<file path="config.mk">
export PLATFORM = sky130hd
export DESIGN_NAME = pwo_pwm8
export DESIGN_NICKNAME = d
export VERILOG_FILES = /design/src/pwo_pkg.sv /design/src/pwo_clk_sel.sv /design/src/pwo_pwm8.sv
export VERILOG_INCLUDE_DIRS = /design/src
export SDC_FILE = /design/constraint.sdc
export NUM_CORES = 1
export LEC_CHECK = 0
export BUFFER_PORTS_ARGS = -buffer_cell sky130_fd_sc_hd__buf_2
export CAP_MARGIN = 40
export CORE_MARGIN = 10
export CORE_UTILIZATION = 40
export DETAILED_ROUTE_END_ITERATION = 8
export MAX_ROUTING_LAYER = met4
export SLEW_MARGIN = 20
export SYNTH_ARGS = -nofsm -noshare
export SYNTH_HDL_FRONTEND = slang
export SYNTH_SLANG_ARGS = --single-unit
</file>
<file path="constraint.sdc">
create_clock -name aclk -period 2.8 [get_ports aclk]
set_input_delay 0.14 -clock aclk [delete_from_list [all_inputs] [get_ports aclk]]
set_output_delay 0.14 -clock aclk [all_outputs]
set_load 0.05 [all_outputs]
</file>
<file path="src/pwo_regs.svh">
`ifndef PWO_REGS_SVH
`define PWO_REGS_SVH

// register byte offsets on the AXI4-Lite bus (low eight address bits decoded)
`define PWO_OFS_CTRL        8'h00
`define PWO_OFS_MODE        8'h04
`define PWO_OFS_DUTY        8'h08
`define PWO_OFS_STATUS      8'h0C
`define PWO_OFS_CLEAR       8'h10
`define PWO_OFS_ENABLE      8'h14
`define PWO_OFS_COUNT       8'h18

// timer_control_word fields
`define PWO_CTRL_TFF        7
`define PWO_CTRL_SRC_HI     6
`define PWO_CTRL_SRC_LO     4
`define PWO_CTRL_RUN        3
`define PWO_CTRL_MASK       8'hF8
`define PWO_CTRL_RESET      8'h00

// mode register fields
`define PWO_MODE_DVSEL      0
`define PWO_MODE_SLOW       1
`define PWO_MODE_RESET      2'h0

// interrupt status / clear / enable layout
`define PWO_IRQ_CYCLE_END   0

// counter and duty
`define PWO_CNT_ZERO        8'h00
`define PWO_CNT_MAX         8'hFF
`define PWO_DUTY_RESET      8'h00

// prescaler taps: a tap fires when these low chain bits are all ones
`define PWO_TAP_DIV2        11'h001
`define PWO_TAP_DIV8        11'h007
`define PWO_TAP_DIV32       11'h01F
`define PWO_TAP_DIV128      11'h07F
`define PWO_TAP_DIV2048     11'h7FF
`define PWO_FS_TAP_DIV8     3'h7

// divider defaults: fc and fs enables derived from the 100 MHz aclk
`define PWO_FC_DIV_DEFAULT  6
`define PWO_FS_DIV_DEFAULT  3052

`endif

</file>
<file path="src/pwo_pkg.sv">
package pwo_pkg;

  // source clock choices of the counter
  typedef enum logic [2:0] {
    PWO_SRC_DIV2048 = 3'h0,  // fc/2^11, or fs/2^3 with divider_select_bit
    PWO_SRC_DIV128  = 3'h1,
    PWO_SRC_DIV32   = 3'h2,
    PWO_SRC_DIV8    = 3'h3,
    PWO_SRC_FS      = 3'h4,
    PWO_SRC_DIV2    = 3'h5,
    PWO_SRC_FC      = 3'h6,
    PWO_SRC_NONE    = 3'h7
  } pwo_src_type;

  typedef enum logic [1:0] {
    PWO_RESP_OKAY   = 2'h0,
    PWO_RESP_SLVERR = 2'h2
  } pwo_resp_type;

endpackage : pwo_pkg

</file>
<file path="src/pwo_clk_sel.sv">
`include "pwo_regs.svh"
`timescale 1ns/1ps
`default_nettype none

module pwo_clk_sel
  import pwo_pkg::*;
#(
  parameter int FC_DIV = `PWO_FC_DIV_DEFAULT,
  parameter int FS_DIV = `PWO_FS_DIV_DEFAULT
) (
  input  wire logic        aclk,
  input  wire logic        aresetn,
  input  wire pwo_src_type src_sel,
  input  wire logic        dv_sel,
  input  wire logic        slow_mode,
  input  wire logic        stop_mode,
  output logic             tick
);

  logic [15:0] fc_div_ff;
  logic [15:0] fs_div_ff;
  logic [10:0] fc_chain_ff;
  logic [2:0]  fs_chain_ff;
  logic        tick_ff;

  // true when all bits of the mask are set in the chain
  function automatic logic low_ones(input logic [10:0] v, input logic [10:0] m);
    low_ones = ((v & m) == m);
  endfunction : low_ones

  wire logic fc_en   = (fc_div_ff == 16'(FC_DIV - 1));
  wire logic fs_en   = (fs_div_ff == 16'(FS_DIV - 1));
  wire logic fc_d2   = fc_en & low_ones(fc_chain_ff, `PWO_TAP_DIV2);
  wire logic fc_d8   = fc_en & low_ones(fc_chain_ff, `PWO_TAP_DIV8);
  wire logic fc_d32  = fc_en & low_ones(fc_chain_ff, `PWO_TAP_DIV32);
  wire logic fc_d128 = fc_en & low_ones(fc_chain_ff, `PWO_TAP_DIV128);
  wire logic fc_d2k  = fc_en & low_ones(fc_chain_ff, `PWO_TAP_DIV2048);
  wire logic fs_d8   = fs_en & (fs_chain_ff == `PWO_FS_TAP_DIV8);

  // normal mode selection; divider_select_bit swaps the slowest tap to fs/8
  wire logic sel_norm = (src_sel == PWO_SRC_DIV2048) ? (dv_sel ? fs_d8 : fc_d2k) :
                        (src_sel == PWO_SRC_DIV128)  ? fc_d128 :
                        (src_sel == PWO_SRC_DIV32)   ? fc_d32  :
                        (src_sel == PWO_SRC_DIV8)    ? fc_d8   :
                        (src_sel == PWO_SRC_FS)      ? fs_en   :
                        (src_sel == PWO_SRC_DIV2)    ? fc_d2   :
                        (src_sel == PWO_SRC_FC)      ? fc_en   : 1'b0;
  // slow and sleep modes have only the fs based sources
  wire logic sel_slow = (src_sel == PWO_SRC_DIV2048) ? fs_d8 :
                        (src_sel == PWO_SRC_FS)      ? fs_en : 1'b0;
  // oscillators stand still in stop mode, so from its second cycle on no tick reaches the counter
  wire logic nxt_tick = stop_mode ? 1'b0 : (slow_mode ? sel_slow : sel_norm);

  // free running dividers; they never stop so phase stays consistent across sources
  always_ff @(posedge aclk) begin
    if (!aresetn) begin
      fc_div_ff   <= '0;
      fs_div_ff   <= '0;
      fc_chain_ff <= '0;
      fs_chain_ff <= '0;
      tick_ff     <= 1'b0;
    end else begin
      fc_div_ff   <= fc_en ? '0 : fc_div_ff + 16'h0001;
      fs_div_ff   <= fs_en ? '0 : fs_div_ff + 16'h0001;
      fc_chain_ff <= fc_en ? fc_chain_ff + 11'h001 : fc_chain_ff;
      fs_chain_ff <= fs_en ? fs_chain_ff + 3'h1 : fs_chain_ff;
      tick_ff     <= nxt_tick;
    end
  end

  assign tick = tick_ff;

endmodule : pwo_clk_sel

`default_nettype wire

</file>
<file path="src/pwo_pwm8.sv">
`include "pwo_regs.svh"
`timescale 1ns/1ps
`default_nettype none

// Function
// output comes from an eight-bit up-counter clocked by the selected source
// counter equal to active duty inverts the flop; counter keeps counting
// overflow inverts the flop again, clears counter, raises cycle-end interrupt
// flop start level comes from the control bit; reset clears flop
// the pin always shows the inverse of the flop
// duty written while running waits in the buffer until cycle end
// duty written while stopped becomes active right after the write
// duty reads return the buffer contents, not the active value
// software sets the port output latch of the pin to one first
// software updates duty right after cycle-end; coincident write is risky
// stopping holds the pin; level changes only by a later flop write
// to park high, clear run bit 3 first, then flop bit 7
// software stops the timer before stop mode; no ticks during stop
// source selectable among seven clocks; only fs ones in slow mode
// one output period is 256 source clock ticks
module pwo_pwm8
  import pwo_pkg::*;
#(
  parameter int ADDR_W = 8,
  parameter int FC_DIV = `PWO_FC_DIV_DEFAULT,
  parameter int FS_DIV = `PWO_FS_DIV_DEFAULT
) (
  input  wire logic              aclk,
  input  wire logic              aresetn,
  input  wire logic [ADDR_W-1:0] s_axi_awaddr,
  input  wire logic [2:0]        s_axi_awprot,
  input  wire logic              s_axi_awvalid,
  output logic                   s_axi_awready,
  input  wire logic [31:0]       s_axi_wdata,
  input  wire logic [3:0]        s_axi_wstrb,
  input  wire logic              s_axi_wvalid,
  output logic                   s_axi_wready,
  output logic [1:0]             s_axi_bresp,
  output logic                   s_axi_bvalid,
  input  wire logic              s_axi_bready,
  input  wire logic [ADDR_W-1:0] s_axi_araddr,
  input  wire logic [2:0]        s_axi_arprot,
  input  wire logic              s_axi_arvalid,
  output logic                   s_axi_arready,
  output logic [31:0]            s_axi_rdata,
  output logic [1:0]             s_axi_rresp,
  output logic                   s_axi_rvalid,
  input  wire logic              s_axi_rready,
  input  wire logic              stop_mode,
  output logic                   modulated_out_pin,
  output logic                   cycle_end_interrupt
);

  // write channel holding registers
  logic              aw_hold_ff;
  logic [7:0]        aw_addr_ff;
  logic              w_hold_ff;
  logic [7:0]        w_data_ff;
  logic              w_lane0_ff;
  logic              bvalid_ff;
  logic [1:0]        bresp_ff;
  // read channel registers
  logic              rvalid_ff;
  logic [31:0]       rdata_ff;
  logic [1:0]        rresp_ff;
  // block state
  logic [7:0]        ctrl_ff;
  logic [1:0]        mode_ff;
  logic [7:0]        duty_buf_ff;
  logic [7:0]        duty_act_ff;
  logic [7:0]        cnt_ff;
  logic              flop_ff;
  logic              pin_ff;
  logic              sts_ff;
  logic              en_ff;
  logic              irq_ff;
  logic              tick;

  // a byte offset is one of the seven mapped words
  function automatic logic is_mapped(input logic [7:0] a);
    is_mapped = (a == `PWO_OFS_CTRL)   || (a == `PWO_OFS_MODE)  ||
                (a == `PWO_OFS_DUTY)   || (a == `PWO_OFS_STATUS) ||
                (a == `PWO_OFS_CLEAR)  || (a == `PWO_OFS_ENABLE) ||
                (a == `PWO_OFS_COUNT);
  endfunction : is_mapped

  // protection bits carry no meaning here; low address bits select the word
  wire logic [7:0] ar_ofs = s_axi_araddr[7:0];
  wire logic       unused_prot = ^{s_axi_awprot, s_axi_arprot, s_axi_wstrb[3:1],
                                   s_axi_wdata[31:8], s_axi_awaddr, s_axi_araddr};

  // ---------------------------------------------------------------------------
  // AXI4-Lite write side: address and data taken in either order, answer after both
  assign s_axi_awready = !aw_hold_ff && !bvalid_ff;
  assign s_axi_wready  = !w_hold_ff && !bvalid_ff;
  wire logic wr_go     = aw_hold_ff && w_hold_ff && !bvalid_ff;
  wire logic wr_ok     = is_mapped(aw_addr_ff);

  // only byte lane 0 carries register bits; a write without it changes nothing
  wire logic wr_byte   = wr_go && w_lane0_ff;
  wire logic wr_ctrl   = wr_byte && (aw_addr_ff == `PWO_OFS_CTRL);
  wire logic wr_mode   = wr_byte && (aw_addr_ff == `PWO_OFS_MODE);
  wire logic wr_duty   = wr_byte && (aw_addr_ff == `PWO_OFS_DUTY);
  wire logic wr_clear  = wr_byte && (aw_addr_ff == `PWO_OFS_CLEAR);
  wire logic wr_enable = wr_byte && (aw_addr_ff == `PWO_OFS_ENABLE);

  always_ff @(posedge aclk) begin
    if (!aresetn) begin
      aw_hold_ff <= 1'b0;
      aw_addr_ff <= 8'h00;
    end else if (s_axi_awvalid && s_axi_awready) begin
      aw_hold_ff <= 1'b1;
      aw_addr_ff <= s_axi_awaddr[7:0];
    end else if (wr_go) begin
      aw_hold_ff <= 1'b0;
    end
  end

  always_ff @(posedge aclk) begin
    if (!aresetn) begin
      w_hold_ff  <= 1'b0;
      w_data_ff  <= 8'h00;
      w_lane0_ff <= 1'b0;
    end else if (s_axi_wvalid && s_axi_wready) begin
      w_hold_ff  <= 1'b1;
      w_data_ff  <= s_axi_wdata[7:0];
      w_lane0_ff <= s_axi_wstrb[0];
    end else if (wr_go) begin
      w_hold_ff  <= 1'b0;
    end
  end

  // write response; unmapped offsets answer SLVERR and store nothing
  always_ff @(posedge aclk) begin
    if (!aresetn) begin
      bvalid_ff <= 1'b0;
      bresp_ff  <= PWO_RESP_OKAY;
    end else if (wr_go) begin
      bvalid_ff <= 1'b1;
      bresp_ff  <= wr_ok ? PWO_RESP_OKAY : PWO_RESP_SLVERR;
    end else if (s_axi_bready) begin
      bvalid_ff <= 1'b0;
    end
  end

  assign s_axi_bvalid = bvalid_ff;
  assign s_axi_bresp  = bresp_ff;

  // ---------------------------------------------------------------------------
  // AXI4-Lite read side: one cycle from address to data
  assign s_axi_arready = !rvalid_ff;
  wire logic rd_go     = s_axi_arvalid && !rvalid_ff;

  // duty reads show the buffer, so a fresh write reads back before it is active
  wire logic [31:0] rd_mux =
    (ar_ofs == `PWO_OFS_CTRL)   ? {24'h00_0000, ctrl_ff & `PWO_CTRL_MASK} :
    (ar_ofs == `PWO_OFS_MODE)   ? {30'h0000_0000, mode_ff} :
    (ar_ofs == `PWO_OFS_DUTY)   ? {24'h00_0000, duty_buf_ff} :
    (ar_ofs == `PWO_OFS_STATUS) ? {31'h0000_0000, sts_ff} :
    (ar_ofs == `PWO_OFS_ENABLE) ? {31'h0000_0000, en_ff} :
    (ar_ofs == `PWO_OFS_COUNT)  ? {22'h00_0000, pin_ff, flop_ff, cnt_ff} :
    32'h0000_0000;

  always_ff @(posedge aclk) begin
    if (!aresetn) begin
      rvalid_ff <= 1'b0;
      rdata_ff  <= 32'h0000_0000;
      rresp_ff  <= PWO_RESP_OKAY;
    end else if (rd_go) begin
      rvalid_ff <= 1'b1;
      rdata_ff  <= rd_mux;
      rresp_ff  <= is_mapped(ar_ofs) ? PWO_RESP_OKAY : PWO_RESP_SLVERR;
    end else if (s_axi_rready) begin
      rvalid_ff <= 1'b0;
    end
  end

  assign s_axi_rvalid = rvalid_ff;
  assign s_axi_rdata  = rdata_ff;
  assign s_axi_rresp  = rresp_ff;

  // ---------------------------------------------------------------------------
  // source clock enable from the prescaler
  pwo_clk_sel #(
    .FC_DIV    (FC_DIV),
    .FS_DIV    (FS_DIV)
  ) u_clk_sel (
    .aclk      (aclk),
    .aresetn   (aresetn),
    .src_sel   (pwo_src_type'(ctrl_ff[`PWO_CTRL_SRC_HI:`PWO_CTRL_SRC_LO])),
    .dv_sel    (mode_ff[`PWO_MODE_DVSEL]),
    .slow_mode (mode_ff[`PWO_MODE_SLOW]),
    .stop_mode (stop_mode),
    .tick      (tick)
  );

  // ---------------------------------------------------------------------------
  // counter, compare and output flop
  wire logic       run      = ctrl_ff[`PWO_CTRL_RUN];
  wire logic       step     = run && tick;
  wire logic       wrap     = step && (cnt_ff == `PWO_CNT_MAX);
  wire logic [7:0] cnt_inc  = 8'(cnt_ff + 8'h01);
  // a stopped timer sits at zero; a running one wraps after 256 ticks
  wire logic [7:0] nxt_cnt  = !run ? `PWO_CNT_ZERO :
                              wrap ? `PWO_CNT_ZERO :
                              step ? cnt_inc : cnt_ff;

  // buffer takes every write; the active copy follows at once when stopped,
  // otherwise only at cycle end. a write in the wrap cycle keeps the old buffer
  // value for this period, which avoids a half-loaded duty
  wire logic [7:0] nxt_buf  = wr_duty ? w_data_ff : duty_buf_ff;
  wire logic [7:0] nxt_act  = (wr_duty && !run) ? w_data_ff :
                              wrap ? duty_buf_ff : duty_act_ff;

  // compare against the value the counter moves to, with the duty it will use
  wire logic       match    = step && (nxt_cnt == nxt_act);

  // flop level is loaded only while the timer is stopped before this write,
  // so the stop write itself leaves the pin where it was
  wire logic       flop_ld  = wr_ctrl && !run;
  wire logic       nxt_flop = flop_ld ? w_data_ff[`PWO_CTRL_TFF] :
                              flop_ff ^ wrap ^ match;

  // sticky cycle-end flag: a set in the clear cycle wins
  wire logic       nxt_sts  = (sts_ff && !(wr_clear && w_data_ff[`PWO_IRQ_CYCLE_END]))
                              || wrap;
  wire logic       nxt_en   = wr_enable ? w_data_ff[`PWO_IRQ_CYCLE_END] : en_ff;

  // configuration registers
  always_ff @(posedge aclk) begin
    if (!aresetn) begin
      ctrl_ff <= `PWO_CTRL_RESET;
      mode_ff <= `PWO_MODE_RESET;
    end else begin
      if (wr_ctrl) begin
        ctrl_ff <= w_data_ff & `PWO_CTRL_MASK;
      end
      if (wr_mode) begin
        mode_ff <= w_data_ff[1:0];
      end
    end
  end

  // counting datapath
  always_ff @(posedge aclk) begin
    if (!aresetn) begin
      cnt_ff      <= `PWO_CNT_ZERO;
      duty_buf_ff <= `PWO_DUTY_RESET;
      duty_act_ff <= `PWO_DUTY_RESET;
      flop_ff     <= 1'b0;
      pin_ff      <= 1'b1;
    end else begin
      cnt_ff      <= nxt_cnt;
      duty_buf_ff <= nxt_buf;
      duty_act_ff <= nxt_act;
      flop_ff     <= nxt_flop;
      pin_ff      <= !nxt_flop;
    end
  end

  // interrupt status, enable and level output
  always_ff @(posedge aclk) begin
    if (!aresetn) begin
      sts_ff <= 1'b0;
      en_ff  <= 1'b0;
      irq_ff <= 1'b0;
    end else begin
      sts_ff <= nxt_sts;
      en_ff  <= nxt_en;
      irq_ff <= nxt_sts && nxt_en;
    end
  end

  assign modulated_out_pin   = pin_ff;
  assign cycle_end_interrupt = irq_ff;

endmodule : pwo_pwm8

`default_nettype wire

</file>
==> results of run 1 <==
placed cells by master (no fill, tap or decap), drive strengths merged, types with 3 or more instances in the layout:
master       netlist  final
mux2i             28     28
clkinv             1      3
nand4             12     12
dlygate4sd3        0     20
o21ai             20     20
nand3b             3      3
and2               7      7
nand2             66     66
a221oi             4      4
nand4b             3      3
inv               11     12
clkbuf            15     24
conb               1     24
nor2             100    100
xor2              30     30
a31oi              3      3
nor4               8      8
ha                 9      9
and3              16     16
xnor2             17     17
o21a               3      3
a222oi             4      4
nand3             21     21
nor2b              5      5
nor3              13     13
dfxtp            116    116
buf               31     76
a211oi            10     10
a21oi             34     34
worst paths after layout:
| kind | from | to | slack (ns) |
|---|---|---|---|
| setup / recovery | aw_addr_ff[0] | flop_ff | 0.06 |
| hold / removal | s_axi_bready | s_axi_bvalid | 0.02 |
| setup reg to reg | aw_addr_ff[0] | flop_ff | 0.06 |
| hold reg to reg | u_clk_sel.fs_div_ff[0] | u_clk_sel.fs_div_ff[0] | 0.45 |
per-stage QoR:
step	cell area, µm²	utilization	setup slack [ns]	std cells	hold WS, ns
final	6660	0.501	0.0636	902	0.0199
after global routing	6660	0.501	-0.0623	902	0.0795
after CTS	6630	0.499	0.0382	900	0.0226
after detailed placement	5860	0.441	-0.0240	851	0.344
after global placement	5860	0.441	0.0390	851	0.328
after floorplan	5520	-	0.147	647	0.216
power groups by stage:
| stage | combinational, mW | sequential (mW) | clock (mW) |
|---|---|---|---|
| global route | 0.368 | 1.73 | 2.22 |
| global placement | 0.308 | 1.76 | 0 |
| finish | 0.336 | 1.73 | 2.09 |
| floorplan | 0.226 | 1.79 | 0 |
| detailed placement | 0.312 | 1.76 | 0 |
| CTS | 0.335 | 1.73 | 2.13 |
registers in the layout, summed over array words and instances, names as in the netlist, 2 cells and up:
signal / flops
cnt_ff: 8
u_clk_sel.fs_div_ff: 16
u_clk_sel.fc_div_ff: 16
w_data_ff: 8
ctrl_ff: 5
s_axi_rdata: 10
duty_act_ff: 8
mode_ff: 2
u_clk_sel.fs_chain_ff: 3
u_clk_sel.fc_chain_ff: 11
duty_buf_ff: 8
aw_addr_ff: 8
area by class of cell:
type / count / area share
Clock buffer: 24 / 0.0738
Clock inverter: 5 / 0.0113
Inverter: 12 / 0.00676
Multi-Input combinational cell: 473 / 0.430
Sequential cell: 116 / 0.349
Tap cell: 176 / 0.0331
Timing Repair Buffer: 96 / 0.0966
kinds of logic (layout without fill, tap and decap cells):
| logic type | after synthesis | in the layout |
|---|---|---|
| simple gates | 269 | 269 |
| fa+ha+maj | 9 | 9 |
| flops | 116 | 116 |
| mux | 30 | 30 |
| buf+inv | 58 | 137 |
| xor+xnor | 47 | 47 |
| compound gates | 94 | 94 |
| other cells | 1 | 24 |
repair_timing:
item | CTS | global route
gates resized for setup | 1 | 3
buffers inserted | 0 | 1
hold endpoints to repair | 19 | 0
hold buffers | 20 | 0
setup endpoints to repair | 1 | 2
pin swaps | 0 | 7
routing by layer:
layer | share of wire | up-vias | global-route usage | wire [µm]
li1 | - | 2320 | - | -
met1 | 0.49 | 2154 | 0.192 | 6420
met2 | 0.43 | 133 | 0.212 | 5590
met3 | 0.064 | 19 | 0.0374 | 839
met4 | 0.018 | 0 | 0.0722 | 242
met5 | 0 | - | - | 0
critical path: stages, from the launching register on:
cell and delay (ns):
dfxtp_1 0.31, or4_4 0.53, buf_4 0.16, nor4_2 0.24, buf_4 0.18, nand3b_1 0.11
and2_4 0.19, o32ai_2 0.24, a31oi_1 0.11, o221a_1 0.27, a311o_1 0.28
==> reports/metrics.csv, run 1 <==
stage,metric,value,unit
routing,drt.antenna.violating_nets,0,
routing,drc,0,
yosys,synth_top_family_by_area,simple AND/OR/NAND/NOR gates,
power_and_ir_drop,p_sw_frac,0.238,
final_layout,drive_gt1_frac,0.169,
yosys,seq_area_frac_synth,0.428,
power_and_ir_drop,power_density,625,nW/µm²
timing,fmaxAchievable,0.365,GHz
worst_setup_path,crit_type,register to register,
placement,gp_congestion,0.845,
timing,setup_viol,0,
yosys,synth-xor-area-share,0.0758,
yosys,synth-simple-area-share,0.241,
routing,dr_total_vias,4626,
power_and_ir_drop,p_leak,2.79,nW
yosys,muxShareOfSynthArea,0.0558,
yosys,synth_top_area_share,0.428,
power_and_ir_drop,power.internal,3.17,mW
clock_network,numCtsBuffers,17,
global_route,track_usage,0.149,
timing,tightest_slew,0.695,ns
yosys,synth_compound_area_frac,0.114,
clock_network,clk_latency,0.43,ns
clock_network,cts_tree,done,
clock_network,cts_sinks,116,
clock_network,clockBufferDepth,2,
clock_network,path_clk_slew,0.05,ns
routing,wl_per_cell,14.5,µm
power_and_ir_drop,pwr-share-seq,0.416,
worst_setup_path,required,3.10,ns
power_and_ir_drop,p_clk_frac,0.503,
min_path,hold_path.class,input pin to register,
yosys,synth_top_cell_by_area,dfxtp_1,
timing,min_period,2.74,ns
yosys,synthTopCellsByArea,"dfxtp_1 43%, nor2_1 6.8%, mux2i_1 5.2%",
min_path,hold-path-cell-count,4,
floorplanning,coreArea,13300,µm²
yosys,ys_warn_count,0,
final_layout,fill_cells,1248,
floorplanning,die_w,137,µm
global_route,grt_pass1_wl,21.7,mm
yosys,async_flop_share,0,
power_and_ir_drop,peakVddDrop,0.394,mV
floorplanning,rows,42,
worst_setup_path,start_kind,register,
worst_setup_path,cp_data_arrival_time,3.04,ns
yosys,synth.cell_area,5430,µm²
timing,clock_skew,0.0115,ns
floorplanning,io_pins,109,
run,drv_cap,0,
clock_network,cts_root_buf,clkbuf_16,
yosys,ys_seq_elements,116,
yosys,synth_edf_count,0,
timing,drv_slew,0,
final_layout,area_growth_syn_to_layout,22.7,%
yosys,synthAdderAreaFrac,0.0207,
floorplanning,die_h,137,µm
floorplanning,die-area,18600,µm²
routing,routed_wl,13.1,mm
yosys,synth_common_cells,"116 x dfxtp_1, 98 x nor2_1, 66 x nand2_1, 34 x a21oi_1, 30 x xor2_1",
global_route,grt_overflow_total,0,
timing,setup_tns,0,ns
timing,period_share,0.977,
timing,maxSlewHeadroom,0.536,
final_layout,ff_latch_area,2320,µm²
final_layout,fin_nets,791,
placement,hpwlAfterDp,9.46,mm
global_route,grt_max_degree,30,
yosys,synth-main-ff-cell,dfxtp_1,
routing,firstDrtPassIters,5,
yosys,yosysUniqueCellTypes,64,
worst_setup_path,worstRegToRegCells,10,
yosys,synth_cells,624,
outcome,status,"finished, final reports clean",
global_route,grt_pass1_vias,4464,
routing,vias_per_cell,5.13,
timing,finalHoldViolCount,0,
yosys,syn-mean-instance-area,8.70,µm²
worst_setup_path,worstPathMaxFanout,4,
placement,portBuffers,51,
final_layout,diodes,0,
power_and_ir_drop,switchingPower,0.988,mW
routing,first_iter_violations,242,
global_route,antenna_found_initial,0,
yosys,yosysMostFrequentCell,dfxtp_1,
final_layout,multi_input_area,2860,µm²
power_and_ir_drop,power,4.16,mW
clock_network,cts_max_level,4,
worst_setup_path,endpoint_kind,register,
floorplanning,start_util,0.408,
timing,rsz0062_at_grt,yes,
power_and_ir_drop,comb_power_share,0.081,
(Power assumes the default switching activity.)
==> run 2: changes to the inputs <==
- clock period: 2.8 -> 2.21 ns (I/O delays scaled with it)
==> reports/metrics.csv, run 2 (synthesis results as in run 1) <==
stage,metric,value,unit,change
outcome,status,finished with violations,,"was finished, final reports clean"
outcome,violations,negative setup slack,,
timing,min_period,2.65,ns,was 2.74 ns
routing,vias_per_cell,5.01,,was 5.13
global_route,grt_max_degree,22,,was 30
timing,holdWs,0.0725,ns,was 0.0199 ns
power_and_ir_drop,p_leak,2.99,nW,was 2.79 nW
power_and_ir_drop,power_density,729,nW/µm²,was 625 nW/µm²
final_layout,final_cell_mix,"114 x dfxtp_1, 97 x nor2_1, 66 x nand2_1",,"was 115 x dfxtp_1, 98 x nor2_1, 66 x nand2_1"
placement,hpwlAfterDp,9.92,mm,was 9.46 mm
placement,place_inst,887,,was 851
placement,placedInstanceArea,6150,µm²,was 5860 µm²
floorplanning,die_h,137,µm,unchanged
worst_setup_path,cp_cell_sequence,or4b_4 -> or4_4 -> o21ai_2 -> mux2i_1 -> a211oi_1 -> nand3_1 -> o221a_1 -> a311o_1,,was or4_4 -> buf_4 -> nor4_2 -> buf_4 -> nand3b_1 -> and2_4 -> o32ai_2 -> a31oi_1 -> o221a_1 -> a311o_1
final_layout,diodes,0,,unchanged
worst_setup_path,rrSetupSlack,-0.44,ns,was 0.06 ns
timing,drv_slew,0,,unchanged
floorplanning,start_util,0.408,,unchanged
worst_setup_path,crit_type,register to register,,unchanged
floorplanning,rows,42,,unchanged
timing,setup_viol,2,,was 0
worst_setup_path,cp_top_family,simple AND/OR/NAND/NOR gates,,unchanged
worst_setup_path,critPathBufInv,0,,was 2
floorplanning,coreArea,13300,µm²,unchanged
timing,rsz0062_at_grt,yes,,unchanged
clock_network,clockBufferDepth,2,,unchanged
worst_setup_path,endpoint_kind,register,,unchanged
placement,dp_slack,-0.475,ns,was -0.0240 ns
final_layout,finalCoreUtilization,0.525,,was 0.501
worst_setup_path,required,2.51,ns,was 3.10 ns
routing,wl_per_cell,14.4,µm,was 14.5 µm
clock_network,cts_tree,done,,unchanged
worst_setup_path,critPathSlowestCell,or4_4,,unchanged
worst_setup_path,worstPathMaxFanout,5,,was 4
timing,clock_skew,0.00728,ns,was 0.0115 ns
floorplanning,die-area,18600,µm²,unchanged
floorplanning,io_pins,109,,unchanged
power_and_ir_drop,peakVddDrop,0.604,mV,was 0.394 mV
routing,firstDrtPassIters,7,,was 5
final_layout,area_growth_syn_to_layout,28.6,%,was 22.7%
timing,tightest_slew,0.572,ns,was 0.695 ns
placement,gp_congestion,0.894,,was 0.845
global_route,grt_overflow_total,0,,unchanged
final_layout,stdcell_count,941,,was 902
clock_network,numCtsBuffers,17,,unchanged
clock_network,cts_max_level,4,,unchanged
timing,setup_tns,-0.766,ns,was 0 ns
timing,finalHoldViolCount,0,,unchanged
final_layout,design_area,6980,µm²,was 6660 µm²
worst_setup_path,cpPeakStageDelay,0.59,ns,was 0.53 ns
placement,portBuffers,51,,unchanged
run,drv_cap,0,,unchanged
final_layout,top_regs,"u_clk_sel.fc_div_ff (16), u_clk_sel.fs_div_ff (16), u_clk_sel.fc_chain_ff (11)",,unchanged
final_layout,fin_nets,831,,was 791
timing,fmaxAchievable,0.377,GHz,was 0.365 GHz
clock_network,cts_sinks,116,,unchanged
power_and_ir_drop,power,5.09,mW,was 4.16 mW
routing,routed_wl,13.5,mm,was 13.1 mm
timing,worst_slack,-0.441,ns,was 0.0636 ns
global_route,antenna_found_initial,0,,unchanged
final_layout,drive_gt1_frac,0.224,,was 0.169
timing,period_share,1.20,,was 0.977
routing,drt.antenna.violating_nets,0,,unchanged
clock_network,path_clk_slew,0.05,ns,about the same
final_layout,final_common_cell,dfxtp_1,,unchanged
worst_setup_path,cp_data_arrival_time,2.95,ns,was 3.04 ns
worst_setup_path,start_kind,register,,unchanged
global_route,grt_pass1_wl,22.5,mm,was 21.7 mm
global_route,track_usage,0.154,,was 0.149
clock_network,clk_latency,0.42,ns,was 0.43 ns
floorplanning,die_w,137,µm,unchanged
min_path,hold_path.class,input pin to register,,unchanged
timing,maxSlewHeadroom,0.618,,was 0.536
clock_network,cts_root_buf,clkbuf_16,,unchanged
global_route,grt_pass1_vias,4699,,was 4464
routing,dr_total_vias,4712,,was 4626
final_layout,fill_cells,1264,,was 1248
routing,first_iter_violations,333,,was 242
routing,drc,0,,unchanged
run 2: timing repair:
action                                  4_1_cts  5_1_grt
endpoints found under the setup margin       10       13
gates resized for setup                       5        8
cloned                                        0        0
setup buffers                                 4        0
pin swaps                                    11        6
hold endpoints to repair                     20        0
hold buffers                                 21        0
run 2: cell type report:
class	count	area [µm²]	area share
well taps	176	220	0.0315
flip-flops and latches	116	2320	0.333
inverters	12	45.0	0.00645
clock buffers	21	460	0.0660
clock inverters	7	60.1	0.00860
multi-input cells	473	2920	0.418
repair buffers	136	950	0.136
run 2: routing by layer:
metal,GRT usage,wire length [µm],share of wire,up-vias
li1,-,-,-,2390
met1,0.189,6310,0.47,2170
met2,0.233,6180,0.46,132
met3,0.0433,845,0.062,20
met4,0.0651,195,0.014,0
met5,-,0,0,-
run 2: worst min-delay path: stages:
cell	delay, ns
buf_2	0.13
a31oi_1	0.13
a21oi_1	0.07
run 2: worst paths after layout:
path	startpoint	endpoint	cells after the start
worst max-delay path	ctrl_ff[3]	flop_ff	8
worst min-delay path	s_axi_araddr[2]	s_axi_rresp[1]	3
worst max register to register	ctrl_ff[3]	flop_ff	8
worst min register to register	u_clk_sel.fs_div_ff[0]	u_clk_sel.fs_div_ff[0]	1
run 2: power by group:
part | switching [mW] | total, mW | internal (mW) | leakage (nW)
Combinational | 0.314 | 0.458 | 0.144 | 1.78
Sequential | 0.0431 | 2.19 | 2.14 | 0.941
Clock | 0.882 | 2.44 | 1.56 | 0.264
Total | 1.24 | 5.09 | 3.85 | 2.99
==> run 3: changes to the inputs <==
- RECOVER_POWER: not set -> 25
==> reports/metrics.csv, run 3 (synthesis results as in run 1) <==
stage,metric,value,unit,change
routing,drc,0,,unchanged
worst_setup_path,start_kind,register,,unchanged
global_route,track_usage,0.154,,unchanged
routing,dr_wl_met3,872,µm,was 845 µm
final_layout,final_common_cell,dfxtp_1,,unchanged
timing,period_share,1.20,,about the same
placement,hpwlAfterDp,9.92,mm,unchanged
floorplanning,rows,42,,unchanged
timing,drv_slew,0,,unchanged
clock_network,cts_root_buf,clkbuf_16,,unchanged
worst_setup_path,rrSetupSlack,-0.45,ns,was -0.44 ns
floorplanning,die_w,137,µm,unchanged
power_and_ir_drop,p_leak,2.91,nW,was 2.99 nW
final_layout,fin_nets,831,,unchanged
clock_network,numCtsBuffers,17,,unchanged
final_layout,stdcell_count,941,,unchanged
routing,firstDrtPassIters,5,,was 7
clock_network,clk_latency,0.42,ns,about the same
run,drv_cap,0,,unchanged
placement,dp_slack,-0.475,ns,unchanged
routing,first_iter_violations,339,,was 333
global_route,grt_pass1_wl,22.5,mm,unchanged
final_layout,drive_gt1_frac,0.197,,was 0.224
routing,met1_length,6.26,mm,was 6.31 mm
timing,rsz0062_at_grt,yes,,unchanged
worst_setup_path,crit_type,register to register,,unchanged
final_layout,fill_cells,1282,,was 1264
clock_network,cts_tree,done,,unchanged
timing,fmaxAchievable,0.377,GHz,about the same
timing,finalHoldViolCount,0,,unchanged
power_and_ir_drop,peakVddDrop,0.602,mV,was 0.604 mV
final_layout,final_cell_mix,"114 x dfxtp_1, 97 x nor2_1, 66 x nand2_1",,unchanged
timing,min_period,2.66,ns,was 2.65 ns
global_route,grt_pass1_vias,4699,,unchanged
timing,clock_skew,0.00826,ns,was 0.00728 ns
placement,gp_congestion,0.894,,unchanged
routing,wl_met2,6.16,mm,was 6.18 mm
routing,dr_total_vias,4682,,was 4712
global_route,grt_max_degree,22,,unchanged
final_layout,diodes,0,,unchanged
final_layout,area_growth_syn_to_layout,28.0,%,was 28.6%
min_path,hold_path.class,input pin to register,,unchanged
clock_network,clockBufferDepth,2,,unchanged
floorplanning,coreArea,13300,µm²,unchanged
timing,worst_slack,-0.445,ns,was -0.441 ns
floorplanning,die-area,18600,µm²,unchanged
global_route,grt_overflow_total,0,,unchanged
routing,drt.antenna.violating_nets,0,,unchanged
placement,place_inst,887,,unchanged
clock_network,cts_max_level,4,,unchanged
worst_setup_path,cp_data_arrival_time,2.95,ns,about the same
final_layout,top_regs,"u_clk_sel.fc_div_ff (16), u_clk_sel.fs_div_ff (16), u_clk_sel.fc_chain_ff (11)",,unchanged
outcome,status,finished with violations,,unchanged
worst_setup_path,endpoint_kind,register,,unchanged
routing,top_layer,met4,,unchanged
clock_network,cts_sinks,116,,unchanged
placement,portBuffers,51,,unchanged
timing,tightest_slew,0.626,ns,was 0.572 ns
worst_setup_path,worstPathMaxFanout,5,,unchanged
timing,maxSlewHeadroom,0.584,,was 0.618
floorplanning,die_h,137,µm,unchanged
global_route,antenna_found_initial,0,,unchanged
floorplanning,io_pins,109,,unchanged
outcome,violations,negative setup slack,,unchanged
clock_network,path_clk_slew,0.05,ns,about the same
timing,setup_viol,2,,unchanged
power_and_ir_drop,power_density,731,nW/µm²,was 729 nW/µm²
routing,vias_per_cell,4.98,,was 5.01
routing,routed_wl,13.5,mm,about the same
floorplanning,start_util,0.408,,unchanged
routing,wl_per_cell,14.4,µm,about the same
worst_setup_path,required,2.51,ns,about the same
==> run 3: cell types whose count changed in the layout (fill, tap and decap cells not counted) <==
cell      change
buf_4         -2
buf_2        -17
clkbuf_4      -1
and2_1        -1
and2_0        +1
clkbuf_1     +20
==> run 3: stage by stage <==
stage / hold slack [ns] / TNS [ns] / util / power, mW / cell area, µm²
after detailed placement: 0.302 / -1.40 / 0.462 / 2.65 / 6150
after floorplan: 0.187 / -0.721 / - / 2.56 / 5530
final: 0.0750 / -0.776 / 0.523 / 5.08 / 6950
after global placement: 0.303 / -0.934 / 0.462 / 2.64 / 6150
after global routing: 0.0899 / -1.32 / 0.523 / 5.27 / 6950
after CTS: 0.0616 / -0.868 / 0.522 / 5.14 / 6940
==> run 3: final cells by class <==
type	instances	area, µm²	share of cell area
clock inverters	7	60.1	0.00864
inverters	12	45.0	0.00648
well taps	176	220	0.0317
flip-flops and latches	116	2320	0.335
multi-input cells	473	2920	0.420
clock buffers	21	460	0.0663
repair buffers	136	917	0.132
==> run 3: where the power goes <==
group	internal, mW	leakage, nW	switching, mW
clock network	1.56	0.264	0.881
registers	2.14	0.941	0.0440
logic	0.136	1.70	0.314
total	3.84	2.91	1.24
==> run 3: path summary, 6_finish.rpt <==
kind | startpoint | endpoint | depth (start not counted)
worst min register to register | u_clk_sel.fs_div_ff[0] | u_clk_sel.fs_div_ff[0] | 1
worst min-delay path | s_axi_araddr[2] | s_axi_rresp[1] | 3
worst max register to register | ctrl_ff[3] | flop_ff | 8
worst max-delay path | ctrl_ff[3] | flop_ff | 8
==> run 3: layer usage <==
metal  GRT usage  vias up
met1       0.189     2153
met5           -        -
met4      0.0651        0
met3      0.0433       21
li1            -     2389
met2       0.233      119
==> run 3: what timing repair did <==
item	in CTS	in global routing
gates resized for setup	5	8
setup endpoints to repair	10	13
hold buffers	21	0
hold endpoints to repair	20	0
pin swaps	11	6
buffers inserted	4	0
==> run 3: critical path, stage by stage, from the launching register on <==
cell and delay (ns):
dfxtp_2 0.32, or4b_4 0.52, or4_4 0.59, o21ai_2 0.13, mux2i_1 0.08, a211oi_1 0.19
nand3_1 0.15, o221a_1 0.27, a311o_1 0.28
